==> src/verilog/pocr_pkg.sv <==
package pocr_pkg;

    // register word addresses
    localparam logic [11:0] ADDR_DS_STATUS  = 12'h719;
    localparam logic [11:0] ADDR_US_STATUS  = 12'h71A;
    localparam logic [11:0] ADDR_IN_MASK    = 12'h71B;
    localparam logic [11:0] ADDR_TRACK_ONE  = 12'h71C;
    localparam logic [11:0] ADDR_TRACK_TWO  = 12'h71D;
    localparam logic [11:0] ADDR_RESERVED   = 12'h71E;
    localparam logic [11:0] ADDR_L_TARGET   = 12'h71F;
    localparam logic [11:0] ADDR_L_COMMAND  = 12'h720;
    localparam logic [11:0] ADDR_R_TARGET   = 12'h721;
    localparam logic [11:0] ADDR_R_COMMAND  = 12'h722;

    // status word codes
    localparam logic [15:0] DS_CODE_WAKE    = 16'h0004;
    localparam logic [15:0] DS_CODE_EXIT    = 16'h0001;
    localparam logic [15:0] US_CODE_HOLD    = 16'h0005;
    localparam logic [15:0] US_CODE_RELEASE = 16'h0001;

    // input mask bit positions and writable bits
    localparam int          MASK_L_AUX      = 0;
    localparam int          MASK_R_AUX      = 2;
    localparam int          MASK_L_SIG      = 4;
    localparam int          MASK_R_SIG      = 6;
    localparam logic [15:0] MASK_WRITABLE   = 16'h0055;

    // servo command word fields
    localparam int          CMD_ZERO_BIT    = 0;
    localparam int          CMD_RUN_BIT     = 1;
    localparam logic [15:0] CMD_WRITABLE    = 16'h0003;

    // reset values and target limits
    localparam logic [15:0]        WORD_RESET = 16'h0000;
    localparam logic signed [15:0] TGT_MAX    = 16'sh7FFF;
    localparam logic signed [15:0] TGT_MIN    = -16'sh7FFF;

    // servo sequencer states
    typedef enum logic [2:0] {
        SV_IDLE = 3'b001,
        SV_MOVE = 3'b010,
        SV_DONE = 3'b100
    } pocr_sv_state_t;

    // servo status carried to the user side
    typedef struct packed {
        logic ready;
        logic zero_ack;
        logic moving;
        logic dir_ccw;
    } pocr_sv_stat_t;

    // status word and tracking word pair forwarded to the downstream neighbour
    typedef struct packed {
        logic        stb;
        logic [15:0] status;
        logic [15:0] track_one;
        logic [15:0] track_two;
    } pocr_ds_msg_t;

    // keep a target inside the legal signed range
    function automatic logic signed [15:0] pocr_clamp(input logic signed [15:0] v);
        pocr_clamp = (v < TGT_MIN) ? TGT_MIN : v;
    endfunction

endpackage

==> src/verilog/pocr_regs.sv <==
// Behaviour
// RL1 - downstream status write of 4 wakes next module's first zone.
// RL2 - downstream status write of 1 signals carton exit, tracking adopted on arrival.
// RL3 - upstream status write of 5 makes upstream discharge zone accumulate.
// RL4 - upstream status write of 1 makes upstream discharge zone release.
// RL5 - tracking words travel downstream only together with the downstream status.
// RL6 - mask bits 0,2,4,6 map left aux, right aux, left signal, right signal.
// RL7 - logical input equals electrical level xor mask bit.
// RL8 - green indicator lit exactly when conditioned input bit is one.
// RL9 - entering PLC mode clears mask loaded by auto configuration.
// RL10 - PLC writes mask before trusting conditioned inputs.
// RL11 - servo target is signed millimetres within -32767..+32767.
// RL12 - servo target is absolute from zero point.
// RL13 - command bit 0 set loads present distance count as zero; the sequencer ignores the bit while in SV_MOVE.
// RL14 - command bit 1 set moves motor from present count to target.
// RL15 - move end raises done; done clears once run bit seen low.
// RL16 - PLC holds zero bit until zero acknowledge, then clears it.
// RL17 - servo direction ignores configuration; positive is counter-clockwise.
// RL18 - every word is 16 bits; reserved bits and word ignore writes.
`timescale 1ns/1ns
module pocr_regs (
    // clock and reset
    input  wire logic                  mclk,
    input  wire logic                  rst_n,
    // word write and read port
    input  wire logic                  wr_en,
    input  wire logic [11:0]           wr_addr,
    input  wire logic [15:0]           wr_data,
    input  wire logic                  rd_en,
    input  wire logic [11:0]           rd_addr,
    output logic [15:0]                rd_data,
    // operating mode and auto configuration
    input  wire logic                  plc_mode,
    input  wire logic                  autocfg_load,
    input  wire logic [15:0]           autocfg_mask,
    // sensor pins as raw electrical levels, conditioned inputs and indicators
    input  wire logic [3:0]            sense_pins,
    output logic [3:0]                 sense_logic,
    output logic [3:0]                 sense_led_green,
    // neighbour links
    output pocr_pkg::pocr_ds_msg_t     ds_msg,
    output logic                       ds_wake,
    output logic                       ds_carton_exit,
    output logic                       us_stb,
    output logic [15:0]                us_status,
    output logic                       us_accumulate,
    output logic                       us_release,
    // motor feedback and servo state
    input  wire logic [1:0]            motor_tick,
    output pocr_pkg::pocr_sv_stat_t    left_stat,
    output pocr_pkg::pocr_sv_stat_t    right_stat,
    output logic signed [15:0]         left_pos,
    output logic signed [15:0]         right_pos
);
    import pocr_pkg::*;

    logic [15:0]   ds_stat_q, ds_stat_d;
    logic [15:0]   us_stat_q, us_stat_d;
    logic [15:0]   mask_q, mask_d;
    logic [15:0]   trk1_q, trk1_d;
    logic [15:0]   trk2_q, trk2_d;
    logic [15:0]   ltgt_q, ltgt_d;
    logic [15:0]   lcmd_q, lcmd_d;
    logic [15:0]   rtgt_q, rtgt_d;
    logic [15:0]   rcmd_q, rcmd_d;
    logic          plc_q;
    logic [15:0]   rd_q, rd_d;
    pocr_ds_msg_t  dsm_q, dsm_d;
    logic          wake_q, wake_d;
    logic          exit_q, exit_d;
    logic          us_stb_q, us_stb_d;
    logic [15:0]   us_out_q, us_out_d;
    logic          acc_q, acc_d;
    logic          rel_q, rel_d;
    logic [3:0]    pin_s1_q, pin_s2_q;
    logic [1:0]    tk_s1_q, tk_s2_q, tk_s3_q;
    logic [3:0]    cond_q, cond_d;
    logic [3:0]    mask_sel;
    logic [1:0]    tick_pulse;

    // register bank next values
    always_comb begin
        ds_stat_d = ds_stat_q;
        us_stat_d = us_stat_q;
        mask_d    = mask_q;
        trk1_d    = trk1_q;
        trk2_d    = trk2_q;
        ltgt_d    = ltgt_q;
        lcmd_d    = lcmd_q;
        rtgt_d    = rtgt_q;
        rcmd_d    = rcmd_q;
        if (!plc_mode && autocfg_load)
            mask_d = autocfg_mask & MASK_WRITABLE;
        if (plc_mode && !plc_q)
            mask_d = WORD_RESET;                             // RL9
        if (wr_en) begin
            case (wr_addr)
                ADDR_DS_STATUS: ds_stat_d = wr_data;
                ADDR_US_STATUS: us_stat_d = wr_data;
                ADDR_IN_MASK:   mask_d    = wr_data & MASK_WRITABLE; // RL18
                ADDR_TRACK_ONE: trk1_d    = wr_data;
                ADDR_TRACK_TWO: trk2_d    = wr_data;
                ADDR_L_TARGET:  ltgt_d    = wr_data;         // RL11
                ADDR_L_COMMAND: lcmd_d    = wr_data & CMD_WRITABLE; // RL18
                ADDR_R_TARGET:  rtgt_d    = wr_data;         // RL11
                ADDR_R_COMMAND: rcmd_d    = wr_data & CMD_WRITABLE; // RL18
                default:        ;                            // reserved word ignored
            endcase
        end
    end

    // register bank flip-flops
    always_ff @(posedge mclk) begin
        if (!rst_n) begin
            ds_stat_q <= WORD_RESET;
            us_stat_q <= WORD_RESET;
            mask_q    <= WORD_RESET;
            trk1_q    <= WORD_RESET;
            trk2_q    <= WORD_RESET;
            ltgt_q    <= WORD_RESET;
            lcmd_q    <= WORD_RESET;
            rtgt_q    <= WORD_RESET;
            rcmd_q    <= WORD_RESET;
            plc_q     <= 1'b0;
        end else begin
            ds_stat_q <= ds_stat_d;
            us_stat_q <= us_stat_d;
            mask_q    <= mask_d;
            trk1_q    <= trk1_d;
            trk2_q    <= trk2_d;
            ltgt_q    <= ltgt_d;
            lcmd_q    <= lcmd_d;
            rtgt_q    <= rtgt_d;
            rcmd_q    <= rcmd_d;
            plc_q     <= plc_mode;
        end
    end

    // registered read data, one cycle after rd_en
    always_comb begin
        rd_d = rd_q;
        if (rd_en) begin
            case (rd_addr)
                ADDR_DS_STATUS: rd_d = ds_stat_q;
                ADDR_US_STATUS: rd_d = us_stat_q;
                ADDR_IN_MASK:   rd_d = mask_q;
                ADDR_TRACK_ONE: rd_d = trk1_q;
                ADDR_TRACK_TWO: rd_d = trk2_q;
                ADDR_L_TARGET:  rd_d = ltgt_q;
                ADDR_L_COMMAND: rd_d = lcmd_q;
                ADDR_R_TARGET:  rd_d = rtgt_q;
                ADDR_R_COMMAND: rd_d = rcmd_q;
                default:        rd_d = WORD_RESET;
            endcase
        end
    end

    always_ff @(posedge mclk) begin
        if (!rst_n)
            rd_q <= WORD_RESET;
        else
            rd_q <= rd_d;
    end

    // neighbour messages, launched by a status write
    always_comb begin
        dsm_d     = dsm_q;
        dsm_d.stb = 1'b0;
        wake_d    = 1'b0;
        exit_d    = 1'b0;
        us_stb_d  = 1'b0;
        us_out_d  = us_out_q;
        acc_d     = 1'b0;
        rel_d     = 1'b0;
        if (wr_en && wr_addr == ADDR_DS_STATUS) begin
            dsm_d.stb       = 1'b1;
            dsm_d.status    = wr_data;
            dsm_d.track_one = trk1_q;                        // RL5
            dsm_d.track_two = trk2_q;                        // RL5
            wake_d          = (wr_data == DS_CODE_WAKE);     // RL1
            exit_d          = (wr_data == DS_CODE_EXIT);     // RL2
        end
        if (wr_en && wr_addr == ADDR_US_STATUS) begin
            us_stb_d = 1'b1;
            us_out_d = wr_data;
            acc_d    = (wr_data == US_CODE_HOLD);            // RL3
            rel_d    = (wr_data == US_CODE_RELEASE);         // RL4
        end
    end

    always_ff @(posedge mclk) begin
        if (!rst_n) begin
            dsm_q    <= '0;
            wake_q   <= 1'b0;
            exit_q   <= 1'b0;
            us_stb_q <= 1'b0;
            us_out_q <= WORD_RESET;
            acc_q    <= 1'b0;
            rel_q    <= 1'b0;
        end else begin
            dsm_q    <= dsm_d;
            wake_q   <= wake_d;
            exit_q   <= exit_d;
            us_stb_q <= us_stb_d;
            us_out_q <= us_out_d;
            acc_q    <= acc_d;
            rel_q    <= rel_d;
        end
    end

    // input conditioning: mask bit per pin, xor with synchronised level
    assign mask_sel = {mask_q[MASK_R_SIG], mask_q[MASK_L_SIG],
                       mask_q[MASK_R_AUX], mask_q[MASK_L_AUX]};     // RL6
    always_comb begin
        cond_d = pin_s2_q ^ mask_sel;                        // RL7
    end

    // synchronisers for pins and motor feedback
    always_ff @(posedge mclk) begin
        if (!rst_n) begin
            pin_s1_q <= 4'h0;
            pin_s2_q <= 4'h0;
            tk_s1_q  <= 2'h0;
            tk_s2_q  <= 2'h0;
            tk_s3_q  <= 2'h0;
            cond_q   <= 4'h0;
        end else begin
            pin_s1_q <= sense_pins;
            pin_s2_q <= pin_s1_q;
            tk_s1_q  <= motor_tick;
            tk_s2_q  <= tk_s1_q;
            tk_s3_q  <= tk_s2_q;
            cond_q   <= cond_d;
        end
    end
    assign tick_pulse = tk_s2_q & ~tk_s3_q;

    // one servo sequencer per motor port
    pocr_servo u_left (
        .mclk     (mclk),
        .rst_n    (rst_n),
        .target   (ltgt_q),
        .zero_cmd (lcmd_q[CMD_ZERO_BIT]),                    // RL13
        .run_cmd  (lcmd_q[CMD_RUN_BIT]),                     // RL14
        .tick     (tick_pulse[0]),
        .stat     (left_stat),
        .pos      (left_pos)
    );
    pocr_servo u_right (
        .mclk     (mclk),
        .rst_n    (rst_n),
        .target   (rtgt_q),
        .zero_cmd (rcmd_q[CMD_ZERO_BIT]),                    // RL13
        .run_cmd  (rcmd_q[CMD_RUN_BIT]),                     // RL14
        .tick     (tick_pulse[1]),
        .stat     (right_stat),
        .pos      (right_pos)
    );

    // outputs
    assign rd_data         = rd_q;
    assign sense_logic     = cond_q;
    assign sense_led_green = cond_q;                         // RL8
    assign ds_msg          = dsm_q;
    assign ds_wake         = wake_q;
    assign ds_carton_exit  = exit_q;
    assign us_stb          = us_stb_q;
    assign us_status       = us_out_q;
    assign us_accumulate   = acc_q;
    assign us_release      = rel_q;
endmodule

==> src/verilog/pocr_servo.sv <==
`timescale 1ns/1ns
module pocr_servo (
    // clock and reset
    input  wire logic                  mclk,
    input  wire logic                  rst_n,
    // command side
    input  wire logic signed [15:0]    target,
    input  wire logic                  zero_cmd,
    input  wire logic                  run_cmd,
    input  wire logic                  tick,
    // state
    output pocr_pkg::pocr_sv_stat_t    stat,
    output logic signed [15:0]         pos
);
    import pocr_pkg::*;

    pocr_sv_state_t     st_q, st_d;
    logic signed [15:0] pos_q, pos_d;
    logic signed [15:0] tgt_q, tgt_d;
    logic               zack_q, zack_d;
    logic               ccw_q, ccw_d;

    // sequencer next state
    always_comb begin
        st_d   = st_q;
        pos_d  = pos_q;
        tgt_d  = tgt_q;
        zack_d = zack_q;
        ccw_d  = ccw_q;
        if (zero_cmd && st_q != SV_MOVE) begin
            pos_d  = WORD_RESET;                       // RL13
            zack_d = 1'b1;
        end else if (!zero_cmd) begin
            zack_d = 1'b0;                             // RL16
        end
        case (st_q)
            SV_IDLE: begin
                if (run_cmd && !zero_cmd) begin
                    tgt_d = pocr_clamp(target);        // RL11 RL12
                    ccw_d = pocr_clamp(target) > pos_q; // RL17
                    st_d  = (pocr_clamp(target) == pos_q) ? SV_DONE : SV_MOVE; // RL14
                end
            end
            SV_MOVE: begin
                if (tick)
                    pos_d = ccw_q ? pos_q + 16'sh0001 : pos_q - 16'sh0001;
                if (pos_d == tgt_q)
                    st_d = SV_DONE;                    // RL15
            end
            SV_DONE: begin
                if (!run_cmd)
                    st_d = SV_IDLE;                    // RL15
            end
            default: st_d = SV_IDLE;
        endcase
    end

    // sequencer registers
    always_ff @(posedge mclk) begin
        if (!rst_n) begin
            st_q   <= SV_IDLE;
            pos_q  <= WORD_RESET;
            tgt_q  <= WORD_RESET;
            zack_q <= 1'b0;
            ccw_q  <= 1'b0;
        end else begin
            st_q   <= st_d;
            pos_q  <= pos_d;
            tgt_q  <= tgt_d;
            zack_q <= zack_d;
            ccw_q  <= ccw_d;
        end
    end

    // status flags and count, one driver for the whole struct
    assign stat = '{ready: (st_q == SV_DONE), zero_ack: zack_q,
                    moving: (st_q == SV_MOVE), dir_ccw: ccw_q};
    assign pos  = pos_q;
endmodule

==> config.mk <==
export PLATFORM = sky130hd
export DESIGN_NAME = pocr_regs
export DESIGN_NICKNAME = d
export VERILOG_FILES = /design/src/verilog/pocr_pkg.sv /design/src/verilog/pocr_regs.sv /design/src/verilog/pocr_servo.sv
export SDC_FILE = /design/constraint.sdc
export NUM_CORES = 1
export LEC_CHECK = 0
export BUFFER_PORTS_ARGS = -buffer_cell sky130_fd_sc_hd__buf_4
export CORE_MARGIN = 1
export CORE_UTILIZATION = 53
export DETAILED_ROUTE_END_ITERATION = 8
export PLACE_DENSITY = 0.77
export SLEW_MARGIN = 15
export SYNTH_ARGS = -nofsm -noshare
export SYNTH_HDL_FRONTEND = slang
export SYNTH_HIERARCHICAL = 1
export SYNTH_SLANG_ARGS = --single-unit
==> constraint.sdc <==
create_clock -name mclk -period 2.9 [get_ports mclk]
set_input_delay 0 -clock mclk [delete_from_list [all_inputs] [get_ports mclk]]
set_output_delay 0 -clock mclk [all_outputs]
set_load 0.01 [all_outputs]
==> impl_metrics.py <==
metrics = {
    "floorplan": {
        "core.rowCount": 62,
        "initial_core_util": 0.537,
        "die_h_um": 173,
        "coreArea_sq_um": 28700,
        "die_w_um": 173,
        "dieArea_sq_um": 29800,
        "ioPinCount": 202,
    },
    "routing": {
        "avgRoutedWirePerCell_um": 20.8,
        "num_vias": 16905,
        "final_antenna_net_count": 0,
        "viasPerCell": 6.15,
        "drc": 0,
        "dr.pass1.iters": 8,
        "drt-initial-drc-count": 1762,
        "finalWirelength_um": 57300,
    },
    "worst_setup_path": {
        "crit_arrival_ns": 3.49,
        "worstSetupEndpointType": "flop",
        "startpoint_type": "flop",
        "worstSetupPathType": "reg2reg",
        "crit_fanout": 8,
        "critPathRequiredTime_ns": 3.35,
    },
    "clock_network": {
        "clk_pin_slew_worst_paths_ns": 0.06,
        "htree_levels": 1,
        "cts.sinks": 263,
        "insertion_delay_ns": 0.56,
        "numCtsBuffers": 30,
        "clock_path_buffers": 3,
        "cts_tree": "done",
        "cts_root_buf": "clkbuf_16",
    },
    "sta": {
        "fmax_ghz": 0.329,
        "hold_viol": 0,
        "slew_headroom": 0.382,
        "drv_slew": 0,
        "finClkSkew_ns": 0.0130,
        "tightest_slew_ns": 0.924,
        "layout_setup_ws_ns": -0.144,
        "min_period_ns": 3.04,
        "rsz0062_at_grt": "true",
        "setup_viol": 4,
        "post-route-period-util": 1.05,
    },
    "place": {
        "place_ws_ns": -0.293,
        "finalWeightedCongestion": 1.03,
        "dp_hpwl_um": 40400,
        "dp.cells": 2641,
        "numPortBuffers": 189,
    },
    "power": {
        "p_seq_frac": 0.463,
        "pwr-share-clk": 0.478,
        "power_leakage_uw": 0.00842,
        "combPwrFrac": 0.059,
        "p_switching_uw": 1890,
        "power.density_nw_per_um2": 379,
        "swShare": 0.241,
        "intPower_uw": 5950,
        "max-vdd-ir-drop_mv": 0.463,
    },
    "status": {
        "outcome": "complete, but fails checks",
        "violations": "negative setup slack",
    },
    "min_path": {
        "hp-class": "in2reg",
    },
    "finish": {
        "syn_to_final_growth_pct": 34.2,
        "layout_common_cells": "buf_4 (419), nand2_1 (410), dfxtp_1 (257), a21oi_1 (148), nor2_1 (91)",
        "largest_reg_flops": 33,
        "fin_nets": 2475,
        "drive_above_1_share": 0.272,
        "final_cells": 2750,
        "antennaDiodeCount": 0,
        "mostFrequentLayoutCell": "buf_4",
        "n_fill_cell": 2231,
    },
    "grt": {
        "antenna_found_initial": 0,
        "grt_pass1_vias": 15799,
        "grt-ovfl-total": 0,
        "grt_pass1_wl_um": 87000,
        "grt_max_degree": 128,
        "grt_usage": 0.362,
    },
    "synth": {
        "synth-compound-area-share": 0.222,
        "synth_top_family_by_area": "simple AND/OR/NAND/NOR gates",
        "ys_ff_latch": 263,
        "synth_cells": 1983,
        "seq_area_frac_synth": 0.341,
        "synth-adder-area-share": 0.0529,
        "ys.flop_type": "dfxtp_1",
        "syn_nets": 2115,
        "async_flop_share": 0,
        "syn_area_per_cell_sq_um": 7.78,
        "synthSimpleGateAreaFrac": 0.274,
        "synthXorXnorAreaFrac": 0.0250,
        "synth_edf_count": 0,
        "synth_cell_types": 93,
        "synth_warnings": 6,
        "synth_area_sq_um": 15400,
        "synthMuxAreaShare": 0.0221,
    },
    "run": {
        "cap_violations": 0,
    },
}
## synthesized netlist by cell type, types with 33 or more instances
library cell	n	area [sq um]
nand3_1	53	265
nor2b_1	66	413
and2_1	37	231
ha_1	62	776
mux2i_1	33	330
inv_1	65	244
nor3_1	41	205
nand2_1	411	1540
dfxtp_1	263	5270
a21oi_1	158	791
o21ai_0	76	380
a22oi_1	34	255
clkbuf_1	88	330
nor2_1	95	357
## layout make-up
cell class | instances | area [sq um] | share of cell area
multi-input combinational | 1510 | 9980 | 0.482
sequential | 263 | 5280 | 0.255
timing repair buffer | 470 | 3710 | 0.179
clock buffer | 40 | 880 | 0.0425
tap | 384 | 480 | 0.0232
inverter | 67 | 265 | 0.0128
clock inverter | 15 | 104 | 0.00502
timing repair inverter | 1 | 6.26 | 0.000302
## per-layer routing
layer / vias to the layer above / track usage / wire [um]
met5: - / 0 / 0
met4: 0 / 0.180 / 2840
met3: 159 / 0.0526 / 5020
met2: 991 / 0.578 / 26000
met1: 8007 / 0.477 / 23400
li1: 7748 / - / -
## cell families (layout without fill, tap and decap cells)
logic type	Yosys count	count (layout)
flops	263	263
fa+ha+maj	64	64
compound gates	508	508
buf+inv	210	593
xor+xnor	44	44
mux	34	34
simple gates	860	860
## repair_timing
item | 4_1_cts | 5_1_grt
endpoints found under the setup margin | 6 | 6
gates cloned | 1 | 0
buffers inserted | 5 | 11
hold buffers | 38 | 0
endpoints found under the hold margin | 153 | 0
gates resized for setup | 62 | 93
pin swaps | 27 | 58
## power by group through the flow
stage | Sequential [uW] | Combinational (uW) | Clock, uW
CTS | 3630 | 436 | 3790
finish | 3630 | 460 | 3750
global route | 3630 | 479 | 3950
global placement | 3710 | 385 | 0
detailed placement | 3710 | 390 | 0
floorplan | 3710 | 210 | 0
## final timing paths
| check | start | end | slack [ns] | cells after the start |
|---|---|---|---|---|
| worst max-delay path | u_left/ccw_q | u_left/st_q[1] | -0.14 | 13 |
| worst min-delay path | wr_addr[4] | lcmd_q[1] | 0.06 | 5 |
| worst max register to register | u_left/ccw_q | u_left/st_q[1] | -0.14 | 13 |
| worst min register to register | pin_s1_q[3] | pin_s2_q[3] | 0.44 | 1 |
## worst max-delay path, cell delays in order (launching register included)
cell and delay, ns:
dfxtp_4 0.40, inv_8 0.06, buf_8 0.14, ha_4 0.27, buf_6 0.12, nand4_1 0.12
o22ai_2 0.21, a21oi_4 0.07, and3_4 0.20, a2111oi_4 0.30, nand4_1 0.20, nor4b_4 0.39
o2111ai_2 0.20, a41o_1 0.24
## per-stage QoR
stage | util | area (sq um) | hold WS, ns | setup TNS, ns | power (uW)
2_1_floorplan | - | 15400 | 0.122 | 0 | 3920
3_3_place_gp | 0.641 | 18400 | 0.210 | -0.948 | 4100
3_5_place_dp | 0.641 | 18400 | 0.212 | -1.23 | 4100
4_1_cts | 0.700 | 20100 | 0.000849 | -0.0211 | 7860
5_1_grt | 0.721 | 20700 | 0.0594 | -0.641 | 8060
6_report | 0.721 | 20700 | 0.0583 | -0.304 | 7840
(Power assumes the default switching activity.)
